==> config.mk <==
export PLATFORM = sky130hd
export DESIGN_NAME = chip_select_pins
export DESIGN_NICKNAME = d
export VERILOG_FILES = /design/src/design/cs_pins_pkg.sv /design/src/design/chip_select_pins.sv /design/src/design/pin_sync.sv /design/src/design/range_hit.sv
export SDC_FILE = /design/constraint.sdc
export NUM_CORES = 1
export LEC_CHECK = 0
export BUFFER_PORTS_ARGS = -buffer_cell sky130_fd_sc_hd__buf_4
export CAP_MARGIN = 0
export CORE_MARGIN = 1
export CORE_UTILIZATION = 45
export DETAILED_ROUTE_END_ITERATION = 8
export PLACE_DENSITY = 0.77
export SYNTH_ARGS = -nofsm -noshare
export SYNTH_HDL_FRONTEND = slang
export SYNTH_SLANG_ARGS = --single-unit
==> constraint.sdc <==
create_clock -name clk_sys -period 1 [get_ports clk_sys]
set_input_delay 0.05 -clock clk_sys [delete_from_list [all_inputs] [get_ports clk_sys]]
set_output_delay 0.05 -clock clk_sys [all_outputs]
set_load 0.05 [all_outputs]
==> src/design/cs_pins_pkg.sv <==
// Shared constants for the chip-select and transceiver pin block
package cs_pins_pkg;
  // ==========================================================
  // Widths
  localparam int ADDR_W       = 20;
  localparam int IO_ADDR_W    = 16;
  localparam int LOG_W        = 5;
  localparam int MID_COUNT    = 4;
  localparam int PERIPH_COUNT = 5;
  localparam int SYNC_W       = 5;
  // ==========================================================
  // Region size limits, as log2 of bytes
  localparam logic [4:0] EDGE_LOG_MIN     = 5'h0a;  // 1K
  localparam logic [4:0] EDGE_LOG_MAX     = 5'h12;  // 256K
  localparam logic [4:0] MID_LOG_MIN      = 5'h0d;  // 8K
  localparam logic [4:0] MID_LOG_MAX      = 5'h13;  // 512K
  localparam logic [4:0] PERIPH_BLOCK_LOG = 5'h0a;  // 1K holds 7 selects
  localparam logic [4:0] MID_IDX_SHIFT    = 5'h02;
  localparam int         PERIPH_IDX_LSB   = 7;      // 128 bytes a select
  // ==========================================================
  // Synchroniser bit positions
  localparam int SYNC_COLD  = 0;
  localparam int SYNC_UPPER = 1;
  localparam int SYNC_LOWER = 2;
  localparam int SYNC_REQ   = 3;
  localparam int SYNC_ERR   = 4;
  // ==========================================================
  // Reset values
  localparam logic SELECT_IDLE = 1'b1;
  localparam logic DIR_RESET   = 1'b0;
  localparam logic DEN_RESET   = 1'b1;
endpackage : cs_pins_pkg

==> src/design/chip_select_pins.sv <==
// Chip-select decode, float test mode and transceiver control pins
`timescale 1ns/1ps
`default_nettype none
module chip_select_pins #(
  parameter int ADDR_W = cs_pins_pkg::ADDR_W
) (
  input  wire logic              clk_sys,
  input  wire logic              rst_n,
  input  wire logic              coldStartInN,
  input  wire logic              cycleStart,
  input  wire logic              cycleActive,
  input  wire logic              dataPhase,
  input  wire logic [ADDR_W-1:0] cycleAddr,
  input  wire logic              cycleIsMem,
  input  wire logic              cycleWrite,
  input  wire logic              cycleIsCoproc,
  input  wire logic              holdGrant,
  input  wire logic              extendedMode,
  input  wire logic [4:0]        upperSizeLog,
  input  wire logic [4:0]        lowerSizeLog,
  input  wire logic [ADDR_W-1:0] midBase,
  input  wire logic [4:0]        midSizeLog,
  input  wire logic [ADDR_W-1:0] periphBase,
  input  wire logic              periphInMem,
  input  wire logic              sel5IsAddr,
  input  wire logic              sel6IsAddr,
  input  wire logic              upperMemSelectIn,
  input  wire logic              lowerMemSelectIn,
  input  wire logic [1:0]        midMemSelectIn,
  output logic                   upperMemSelectN,
  output logic                   upperMemSelectOe,
  output logic                   upperPullupEn,
  output logic                   lowerMemSelectN,
  output logic                   lowerMemSelectOe,
  output logic                   lowerPullupEn,
  output logic [3:0]             midMemSelectN,
  output logic [3:0]             midMemSelectOe,
  output logic [4:0]             periphSelectN,
  output logic [4:0]             periphSelectOe,
  output logic                   periphSel5OrLatchedAddr1,
  output logic                   periphSel5Oe,
  output logic                   periphSel6OrLatchedAddr2,
  output logic                   periphSel6Oe,
  output logic                   xcvrDirection,
  output logic                   xcvrDirectionOe,
  output logic                   xcvrOutputEnableN,
  output logic                   xcvrOutputEnableOe,
  output logic                   allPinsFloatTestMode,
  output logic                   coprocTransferRequest,
  output logic                   coprocError
);
  // ==========================================================
  // Elaboration checks
  generate
    if (ADDR_W != cs_pins_pkg::ADDR_W)
    begin : g_bad_addr
      $error("chip_select_pins decodes a 20-bit address only");
    end
  endgenerate

  // ==========================================================
  // Helpers
  function automatic logic [4:0] clampLog(
    input logic [4:0] v,
    input logic [4:0] lo,
    input logic [4:0] hi
  );
    clampLog = (v < lo) ? lo : ((v > hi) ? hi : v);
  endfunction

  // ==========================================================
  // Pin synchronisers
  logic [cs_pins_pkg::SYNC_W-1:0] pinRaw;
  logic [cs_pins_pkg::SYNC_W-1:0] pinSync;
  logic                           coldPrev_reg;
  logic                           inReset;
  logic                           resetRelease;

  assign pinRaw = {midMemSelectIn[1], midMemSelectIn[0], lowerMemSelectIn,
                   upperMemSelectIn, coldStartInN};

  pin_sync #(.WIDTH(cs_pins_pkg::SYNC_W)) u_sync (
    .clk_sys  (clk_sys),
    .rst_n    (rst_n),
    .pinIn    (pinRaw),
    .pinSync  (pinSync)
  );

  assign inReset      = !pinSync[cs_pins_pkg::SYNC_COLD];
  assign resetRelease = pinSync[cs_pins_pkg::SYNC_COLD] && !coldPrev_reg;

  always_ff @(posedge clk_sys or negedge rst_n)
  begin
    if (!rst_n)
      coldPrev_reg <= 1'b0;
    else
      coldPrev_reg <= pinSync[cs_pins_pkg::SYNC_COLD];
  end

  // ==========================================================
  // Float test mode
  logic floatMode;
  assign floatMode = allPinsFloatTestMode;

  always_ff @(posedge clk_sys or negedge rst_n)
  begin
    if (!rst_n)
      allPinsFloatTestMode <= 1'b0;
    else if (inReset)
      allPinsFloatTestMode <= 1'b0;
    else if (resetRelease)
      allPinsFloatTestMode <= !pinSync[cs_pins_pkg::SYNC_UPPER]
                           && !pinSync[cs_pins_pkg::SYNC_LOWER];
  end

  // Pull-ups keep a floating pin from looking like a float request
  always_ff @(posedge clk_sys or negedge rst_n)
  begin
    if (!rst_n)
    begin
      upperPullupEn <= 1'b1;
      lowerPullupEn <= 1'b1;
    end
    else
    begin
      upperPullupEn <= inReset && !floatMode;
      lowerPullupEn <= inReset && !floatMode;
    end
  end

  // ==========================================================
  // Address decode
  logic [ADDR_W-1:0] periphAddr;
  logic [4:0]        upperLog;
  logic [4:0]        lowerLog;
  logic [4:0]        midLog;
  logic [ADDR_W-1:0] midShift;
  logic [1:0]        midIdx;
  logic [2:0]        periphIdx;
  logic              upperHit;
  logic              lowerHit;
  logic              midHit;
  logic              periphHit;
  logic              busOwned;

  assign upperLog   = clampLog(upperSizeLog, cs_pins_pkg::EDGE_LOG_MIN,
                               cs_pins_pkg::EDGE_LOG_MAX);
  assign lowerLog   = clampLog(lowerSizeLog, cs_pins_pkg::EDGE_LOG_MIN,
                               cs_pins_pkg::EDGE_LOG_MAX);
  assign midLog     = clampLog(midSizeLog, cs_pins_pkg::MID_LOG_MIN,
                               cs_pins_pkg::MID_LOG_MAX);
  // I/O space has only 16 address bits
  assign periphAddr = periphInMem ? cycleAddr
    : {{(ADDR_W-cs_pins_pkg::IO_ADDR_W){1'b0}},
       cycleAddr[cs_pins_pkg::IO_ADDR_W-1:0]};
  assign midShift   = cycleAddr >> (midLog - cs_pins_pkg::MID_IDX_SHIFT);
  assign midIdx     = midShift[1:0];
  assign periphIdx  = periphAddr[cs_pins_pkg::PERIPH_IDX_LSB +: 3];
  // Hold request is kept high by the other master until it is done
  assign busOwned   = cycleActive && !holdGrant;

  range_hit #(.ADDR_W(ADDR_W)) u_upper (
    .addrIn  (cycleAddr),
    .baseIn  ('1),
    .sizeLog (upperLog),
    .hit     (upperHit)
  );
  range_hit #(.ADDR_W(ADDR_W)) u_lower (
    .addrIn  (cycleAddr),
    .baseIn  ('0),
    .sizeLog (lowerLog),
    .hit     (lowerHit)
  );
  range_hit #(.ADDR_W(ADDR_W)) u_mid (
    .addrIn  (cycleAddr),
    .baseIn  (midBase),
    .sizeLog (midLog),
    .hit     (midHit)
  );
  range_hit #(.ADDR_W(ADDR_W)) u_periph (
    .addrIn  (periphAddr),
    .baseIn  (periphBase),
    .sizeLog (cs_pins_pkg::PERIPH_BLOCK_LOG),
    .hit     (periphHit)
  );

  // ==========================================================
  // Memory selects
  logic drivePins;
  assign drivePins = !floatMode && !inReset;

  always_ff @(posedge clk_sys or negedge rst_n)
  begin
    if (!rst_n)
    begin
      upperMemSelectN  <= cs_pins_pkg::SELECT_IDLE;
      lowerMemSelectN  <= cs_pins_pkg::SELECT_IDLE;
      upperMemSelectOe <= 1'b0;
      lowerMemSelectOe <= 1'b0;
    end
    else
    begin
      upperMemSelectN  <= !(busOwned && cycleIsMem && upperHit);
      lowerMemSelectN  <= !(busOwned && cycleIsMem && lowerHit);
      upperMemSelectOe <= drivePins;
      lowerMemSelectOe <= drivePins;
    end
  end

  // Extended mode gives pins 0, 1 and 3 to the coprocessor
  always_ff @(posedge clk_sys or negedge rst_n)
  begin
    if (!rst_n)
    begin
      midMemSelectN  <= '1;
      midMemSelectOe <= '0;
    end
    else
    begin
      for (int i = 0; i < cs_pins_pkg::MID_COUNT; i++)
        midMemSelectN[i] <= !(busOwned && cycleIsMem && midHit
                              && midIdx == 2'(i));
      if (extendedMode)
        midMemSelectN[3] <= !(busOwned && cycleIsCoproc);
      midMemSelectOe[0] <= drivePins && !extendedMode;
      midMemSelectOe[1] <= drivePins && !extendedMode;
      midMemSelectOe[2] <= drivePins;
      midMemSelectOe[3] <= drivePins;
    end
  end

  // Coprocessor inputs; the error pin is active low
  always_ff @(posedge clk_sys or negedge rst_n)
  begin
    if (!rst_n)
    begin
      coprocTransferRequest <= 1'b0;
      coprocError           <= 1'b0;
    end
    else
    begin
      coprocTransferRequest <= extendedMode
                            && pinSync[cs_pins_pkg::SYNC_REQ];
      coprocError           <= extendedMode
                            && !pinSync[cs_pins_pkg::SYNC_ERR];
    end
  end

  // ==========================================================
  // Peripheral selects and latched address bits
  logic [1:0] latchedAddr_reg;

  always_ff @(posedge clk_sys or negedge rst_n)
  begin
    if (!rst_n)
      latchedAddr_reg <= 2'h0;
    else if (cycleStart && !holdGrant)
      latchedAddr_reg <= cycleAddr[2:1];
  end

  always_ff @(posedge clk_sys or negedge rst_n)
  begin
    if (!rst_n)
    begin
      periphSelectN            <= '1;
      periphSelectOe           <= '0;
      periphSel5OrLatchedAddr1 <= cs_pins_pkg::SELECT_IDLE;
      periphSel6OrLatchedAddr2 <= cs_pins_pkg::SELECT_IDLE;
      periphSel5Oe             <= 1'b0;
      periphSel6Oe             <= 1'b0;
    end
    else
    begin
      for (int i = 0; i < cs_pins_pkg::PERIPH_COUNT; i++)
        periphSelectN[i] <= !(busOwned && periphHit
                              && cycleIsMem == periphInMem
                              && periphIdx == 3'(i));
      periphSelectOe <= {cs_pins_pkg::PERIPH_COUNT{!floatMode}};
      if (inReset)
      begin
        periphSel5OrLatchedAddr1 <= cs_pins_pkg::SELECT_IDLE;
        periphSel6OrLatchedAddr2 <= cs_pins_pkg::SELECT_IDLE;
      end
      else
      begin
        periphSel5OrLatchedAddr1 <= sel5IsAddr ? latchedAddr_reg[0]
          : !(busOwned && periphHit && cycleIsMem == periphInMem
              && periphIdx == 3'h5);
        periphSel6OrLatchedAddr2 <= sel6IsAddr ? latchedAddr_reg[1]
          : !(busOwned && periphHit && cycleIsMem == periphInMem
              && periphIdx == 3'h6);
      end
      periphSel5Oe <= !floatMode;
      periphSel6Oe <= !floatMode;
    end
  end

  // ==========================================================
  // Transceiver control
  logic dirChange;
  logic denResetDone_reg;

  // Enable is forced off in the very edge that flips direction
  assign dirChange = busOwned && (cycleWrite != xcvrDirection);

  always_ff @(posedge clk_sys or negedge rst_n)
  begin
    if (!rst_n)
    begin
      xcvrDirection   <= cs_pins_pkg::DIR_RESET;
      xcvrDirectionOe <= 1'b0;
    end
    else
    begin
      if (inReset)
        xcvrDirection <= cs_pins_pkg::DIR_RESET;
      else if (busOwned)
        xcvrDirection <= cycleWrite;
      xcvrDirectionOe <= drivePins && !holdGrant;
    end
  end

  always_ff @(posedge clk_sys or negedge rst_n)
  begin
    if (!rst_n)
      denResetDone_reg <= 1'b0;
    else
      denResetDone_reg <= inReset;
  end

  always_ff @(posedge clk_sys or negedge rst_n)
  begin
    if (!rst_n)
    begin
      xcvrOutputEnableN  <= cs_pins_pkg::DEN_RESET;
      xcvrOutputEnableOe <= 1'b1;
    end
    else if (inReset)
    begin
      xcvrOutputEnableN  <= cs_pins_pkg::DEN_RESET;
      xcvrOutputEnableOe <= !denResetDone_reg && !floatMode;
    end
    else
    begin
      xcvrOutputEnableN  <= !(busOwned && dataPhase && !dirChange);
      xcvrOutputEnableOe <= !floatMode && !holdGrant;
    end
  end
endmodule // chip_select_pins
`default_nettype wire

==> src/design/pin_sync.sv <==
// Two-flop synchroniser for pin inputs
`timescale 1ns/1ps
`default_nettype none
module pin_sync #(
  parameter int WIDTH = 1
) (
  input  wire logic             clk_sys,
  input  wire logic             rst_n,
  input  wire logic [WIDTH-1:0] pinIn,
  output logic      [WIDTH-1:0] pinSync
);
  logic [WIDTH-1:0] stage1_reg;
  logic [WIDTH-1:0] stage2_reg;

  generate
    if (WIDTH < 1)
    begin : g_bad
      $error("pin_sync needs WIDTH of at least one");
    end
  endgenerate

  // First stage is read by the second stage only
  always_ff @(posedge clk_sys or negedge rst_n)
  begin
    if (!rst_n)
    begin
      stage1_reg <= '1;
      stage2_reg <= '1;
    end
    else
    begin
      stage1_reg <= pinIn;
      stage2_reg <= stage1_reg;
    end
  end

  assign pinSync = stage2_reg;
endmodule // pin_sync
`default_nettype wire

==> src/design/range_hit.sv <==
// Aligned power-of-two address window compare
`timescale 1ns/1ps
`default_nettype none
module range_hit #(
  parameter int ADDR_W = 20
) (
  input  wire logic [ADDR_W-1:0] addrIn,
  input  wire logic [ADDR_W-1:0] baseIn,
  input  wire logic [4:0]        sizeLog,
  output logic                   hit
);
  logic [ADDR_W-1:0] diff;

  // Base bits below the window size are ignored
  assign diff = (addrIn ^ baseIn) >> sizeLog;
  assign hit  = (diff == '0);
endmodule // range_hit
`default_nettype wire

==> results of run 1 <==
==> per-layer routing <==
layer	part of all wire [%]	global-route usage (%)	wire length (um)
met5	0	0	0
met1	40	36.8	3640
met3	5.9	5.76	546
met4	2.2	10.2	199
met2	52	51.9	4800
==> final timing paths <==
check	cells after the start	slack, ps	endpoint	startpoint
worst max-delay path	11	-640	midMemSelectN[0]	midSizeLog[1]
worst min-delay path	3	30	xcvrOutputEnableN	cycleWrite
worst max register to register	2	50	xcvrOutputEnableOe	allPinsFloatTestMode
worst min register to register	0	360	u_sync.pinSync[0]	u_sync.stage1_reg[0]
max in group asynchronous	2	370	u_sync.pinSync[4]	rst_n
min in group asynchronous	2	250	xcvrDirectionOe	rst_n
==> cells by family after synthesis <==
kind of cell | count (synthesis) | synth area share (%)
xor gates and xnor gates | 17 | 5.79
adders and majority gates | 1 | 0.486
muxes | 7 | 2.92
AOI/OAI and AO/OA | 100 | 25.4
DFF | 38 | 38.2
buffers and inverters | 42 | 8.22
and+or+nand+nor | 86 | 18.9
==> metrics by stage <==
| stage | cells | total power (uW) | instance area (um^2) | util (%) | worst slack, ps |
|---|---|---|---|---|---|
| 6_report | 530 | 4430 | 4480 | 81.3 | -644 |
| 5_1_grt | 530 | 4630 | 4480 | 81.3 | -727 |
| 4_1_cts | 526 | 4330 | 4350 | 79.0 | -597 |
| 3_5_place_dp | 507 | 3150 | 3910 | 70.9 | -927 |
| 3_3_place_gp | 507 | 3120 | 3910 | 70.9 | -859 |
| 2_1_floorplan | 291 | 2480 | 2720 | - | -823 |
==> final cells by class <==
cell class,instances,area (um^2)
tap,72,90.1
inverter,14,55.1
clock buffer,6,82.6
clock inverter,2,12.5
sequential,38,986
multi-input combinational,211,1620
timing repair buffer,187,1630
fill,327,1030
==> power groups by stage <==
stage / Sequential [uW] / Clock (uW) / Combinational, uW
3_3_place_gp: 1690 / 0 / 1430
2_1_floorplan: 1800 / 0 / 682
4_1_cts: 1680 / 1090 / 1570
5_1_grt: 1690 / 1180 / 1770
6_report: 1680 / 1090 / 1660
3_5_place_dp: 1690 / 0 / 1460
==> cell usage in the layout, fill, tap and decap left out, drive strengths merged, types with 4 or more instances in the layout <==
cell / netlist / layout
nand2b: 13 / 13
xor2: 5 / 5
o211ai: 8 / 8
or2: 4 / 4
xnor2: 12 / 12
nand2: 16 / 16
a31oi: 8 / 8
nand3: 7 / 7
mux2: 4 / 4
dfrtp: 12 / 12
a21o: 5 / 5
o21ai: 24 / 24
nor2: 13 / 13
inv: 14 / 14
o21a: 4 / 4
dfstp: 26 / 26
a211oi: 8 / 8
a21oi: 21 / 21
clkbuf: 14 / 6
buf: 14 / 179
nand4: 4 / 4
nor2b: 5 / 5
dlygate4sd3: 0 / 8
==> timing repair <==
action,4_1_cts,5_1_grt
cloned,0,0
setup buffers,3,5
hold endpoints to repair,19,0
resized for setup,61,25
hold buffers,8,0
pin swaps,14,12
setup endpoints to repair,30,40
==> worst max-delay path, stage by stage <==
cell      delay (ps)
buf_6            100
or2_4            240
a22o_1           210
inv_2             90
ha_4             160
xor2_4           210
nor2b_4          210
nand3_2           70
o211ai_1         140
o211ai_1         130
or2_1            230
==> results.toml, run 1 <==
[status]
status = "complete, but fails checks"
violations = "negative setup slack"

[logic_synthesis]
yosys.area.top_type = "dfstp_2"
syn_inst = 291
syn_avg_cell_area_um2 = 8.84
synth_edf_count = 0
synth-seq-cells = 38
synth_ff_type = "dfstp_2"
synth_top_area_share_pct = 26.6
synth.distinct_cells = 54
yosysMostFrequentCell = "dfstp_2"
synthesis.nets = 385
ys_seq_area_share_pct = 38.2
yosys_warnings = 0
synthTopCellsByCount = "dfstp_2 (26), o21ai_0 (24), a21oi_1 (21)"
synthArstFlopShare_pct = 100
netlist_top_cells_area = "dfstp_2 (27%), dfrtp_1 (12%), o21ai_0 (4.7%), a21oi_1 (4.1%), xnor2_1 (4.1%)"
synth_area_um2 = 2570

[die]
io_pins = 128
initial_utilization_pct = 46.7
num_rows = 27
die_w_um = 77.6
core-area_um2 = 5510
die_area_um2 = 6020
die_h_um = 77.6

[flow_run]
cap_violations = 0

[sta]
relSlewSlack_pct = 65.5
timing.fmax_ghz = 0.608
whs_ps = 26.2
fin_crit_ps = 1640
rsz0062_at_grt = "true"
slew_viol_final = 0
fin_ws_ps = -644
hold_viol = 0
fin_skew_ps = 20.3
setup_tns_ps = -5200
finalSetupViolations = 29
max_slew.worst_pin.slew_ps = 517
period_share_pct = 164

[power_and_ir_drop]
pwr-share-seq_pct = 37.9
intPower_uw = 3010
switching_share_pct = 32.1
p_clk_share_pct = 24.5
leakage_uw = 0.00200
power_density_nw_per_um2 = 990
ir_worst_vdd_v = 0.000864
power.switching_uw = 1420
combinationalPowerShare_pct = 37.5

[place]
gp_congestion = 0.936
dp_hpwl_mm = 6.36
place.port_buffers = 105

[cts]
clock_latency_ps = 290
root_buffer = "clkbuf_8"
clock_tree.buffer_depth = 2
clk_pin_slew_ps = 70
cts_tree = "yes"
cts_sinks = 38
numCtsBuffers = 5
h-tree-depth = 2

[worst_setup_path]
cp.arrival_ps = 1850
worst-path-max-fanout = 5
required_ps = 1200
worst_setup_path_end_kind = "flip-flop"
start_kind = "input pin"
crit_type = "in2reg"

[final_layout]
syn_to_final_growth_pct = 74.1
diodes = 0
layout-drive-gt1-share_pct = 57.0
num-nets-final = 551

[worst_hold_path]
hp-class = "in2reg"

[drt]
via_per_inst = 5.66
firstDrtPassIters = 8
wl_per_cell_um = 17.3
drc = 0
drtIter0Drc = 252
wl_mm = 9.18
ant_nets = 0
via_count = 3000

[grt]
grt_usage_pct = 29.8
antenna_found_initial = 0
grt_overflow_total = 0
grt_max_degree = 39
first_global_vias = 2956
grt_pass1_wl_mm = 14.1
Power figures use the tool's default switching activity.
==> run 2, diff against run 1 <==
- ABC_CLOCK_PERIOD_IN_PS: default -> 1000
- TNS_END_PERCENT: default -> 10
==> results.toml, run 2 (synthesis results as in run 1) <==
[status]
status = "complete, but fails checks"
violations = "negative setup slack"

[flow_run]
cap_violations = 0

[grt]
antenna_found_initial = 0
grt_pass1_wl_mm = 13.7
first_global_vias = 2903
grt_overflow_total = 0
grt_max_degree = 39
grt_usage_pct = 29.1

[sta]
hold_viol = 0
rsz0062_at_grt = "true"
relSlewSlack_pct = 65.4
fin_ws_ps = -635
fin_crit_ps = 1630
setup_tns_ps = -4570
max_slew.worst_pin.slew_ps = 514
timing.fmax_ghz = 0.612
finalSetupViolations = 30
fin_skew_ps = 5.19
period_share_pct = 163
slew_viol_final = 0

[drt]
ant_nets = 0
drtIter0Drc = 186
via_per_inst = 5.48
drc = 0
via_count = 2916
wl_mm = 8.48
firstDrtPassIters = 6
wl_per_cell_um = 15.9

[worst_setup_path]
worst_setup_path_end_kind = "flip-flop"
worst-r2r-cell-count = 2
required_ps = 1230
cp.arrival_ps = 1860
reg2reg_slack_ps = 40
start_kind = "input pin"
crit_type = "in2reg"
worst-path-max-fanout = 5

[cts]
cts_sinks = 38
clock_tree.buffer_depth = 2
numCtsBuffers = 5
h-tree-depth = 2
cts_tree = "yes"
clk_pin_slew_ps = 70
clock_latency_ps = 280
root_buffer = "clkbuf_8"

[final_layout]
num-nets-final = 553
syn_to_final_growth_pct = 71.6
layout_common_cells = "buf_4 (155), dfstp_2 (26), o21ai_0 (19), a21oi_1 (19), nand2_1 (16)"
diodes = 0
final_core_util_pct = 80.2
stdcell_count = 532
mostFrequentLayoutCell = "buf_4"
layout-drive-gt1-share_pct = 55.7

[die]
die_area_um2 = 6020
die_w_um = 77.6
core-area_um2 = 5510
num_rows = 27
die_h_um = 77.6
initial_utilization_pct = 46.7
io_pins = 128

[worst_hold_path]
hold_depth = 3
hp-class = "in2reg"

[place]
pre_cts_slack_ps = -900
place.port_buffers = 105
gp_congestion = 0.900
dp_hpwl_mm = 6.42
place_inst = 513

[power_and_ir_drop]
power_density_nw_per_um2 = 1030
ir_worst_vdd_v = 0.000819
leakage_uw = 0.00197
## run 2: cell types whose count changed in the layout (fill, tap and decap cells not counted), sizes merged
cell	previous run	this run
buf	179	181
clkbuf	6	8
clkinv	1	0
clkinvlp	1	0
## run 2: final timing paths
check	startpoint	end
min reg2reg	u_sync.stage1_reg[1]	u_sync.pinSync[1]
min in group asynchronous	rst_n	coprocError
max	midSizeLog[1]	midMemSelectN[0]
max in group asynchronous	rst_n	midMemSelectN[1]
max reg2reg	u_sync.pinSync[0]	midMemSelectOe[1]
min	cycleWrite	xcvrOutputEnableN
## run 2: where the power goes
part	total (uW)	switching [uW]	internal (uW)
registers	1680	41.3	1630
logic	1640	824	816
clock network	1220	520	696
## run 2: layout make-up
cell class | count | area (um^2)
clock buffer | 8 | 110
multi-input combinational | 211 | 1570
sequential | 38 | 985
fill | 345 | 1090
inverter | 14 | 52.6
tap | 72 | 90.1
timing repair buffer | 189 | 1610
## run 2: repair_timing
action,in CTS,in global routing
hold buffers,8,0
setup endpoints to repair,37,39
buffers inserted,1,2
pin swaps,14,6
gates resized for setup,61,11
endpoints found under the hold margin,19,0
## run 2: through the flow
stage	instance area (um^2)	hold WS, ps	power, uW
4_1_cts	4340	14.1	4460
3_3_place_gp	3920	19.1	3130
3_5_place_dp	3920	27.3	3150
2_1_floorplan	2660	-246	2470
6_report	4420	18.6	4530
5_1_grt	4420	28.4	4720
## run 2: layer usage
| metal | GRT usage, % | vias to the layer above | wire length [um] |
|---|---|---|---|
| met5 | 0 | - | 0 |
| li1 | - | 1385 | - |
| met1 | 35.1 | 1382 | 3450 |
| met2 | 53.5 | 133 | 4410 |
| met4 | 7.92 | 0 | 174 |
| met3 | 4.24 | 16 | 447 |
## run 2: critical path, stage by stage
cell	delay [ps]
buf_6	100
or2_4	240
a22o_1	200
inv_2	80
ha_4	160
xor2_4	200
buf_6	130
a31oi_4	30
a32oi_2	230
nor2_1	90
o211ai_1	210
or2_1	150
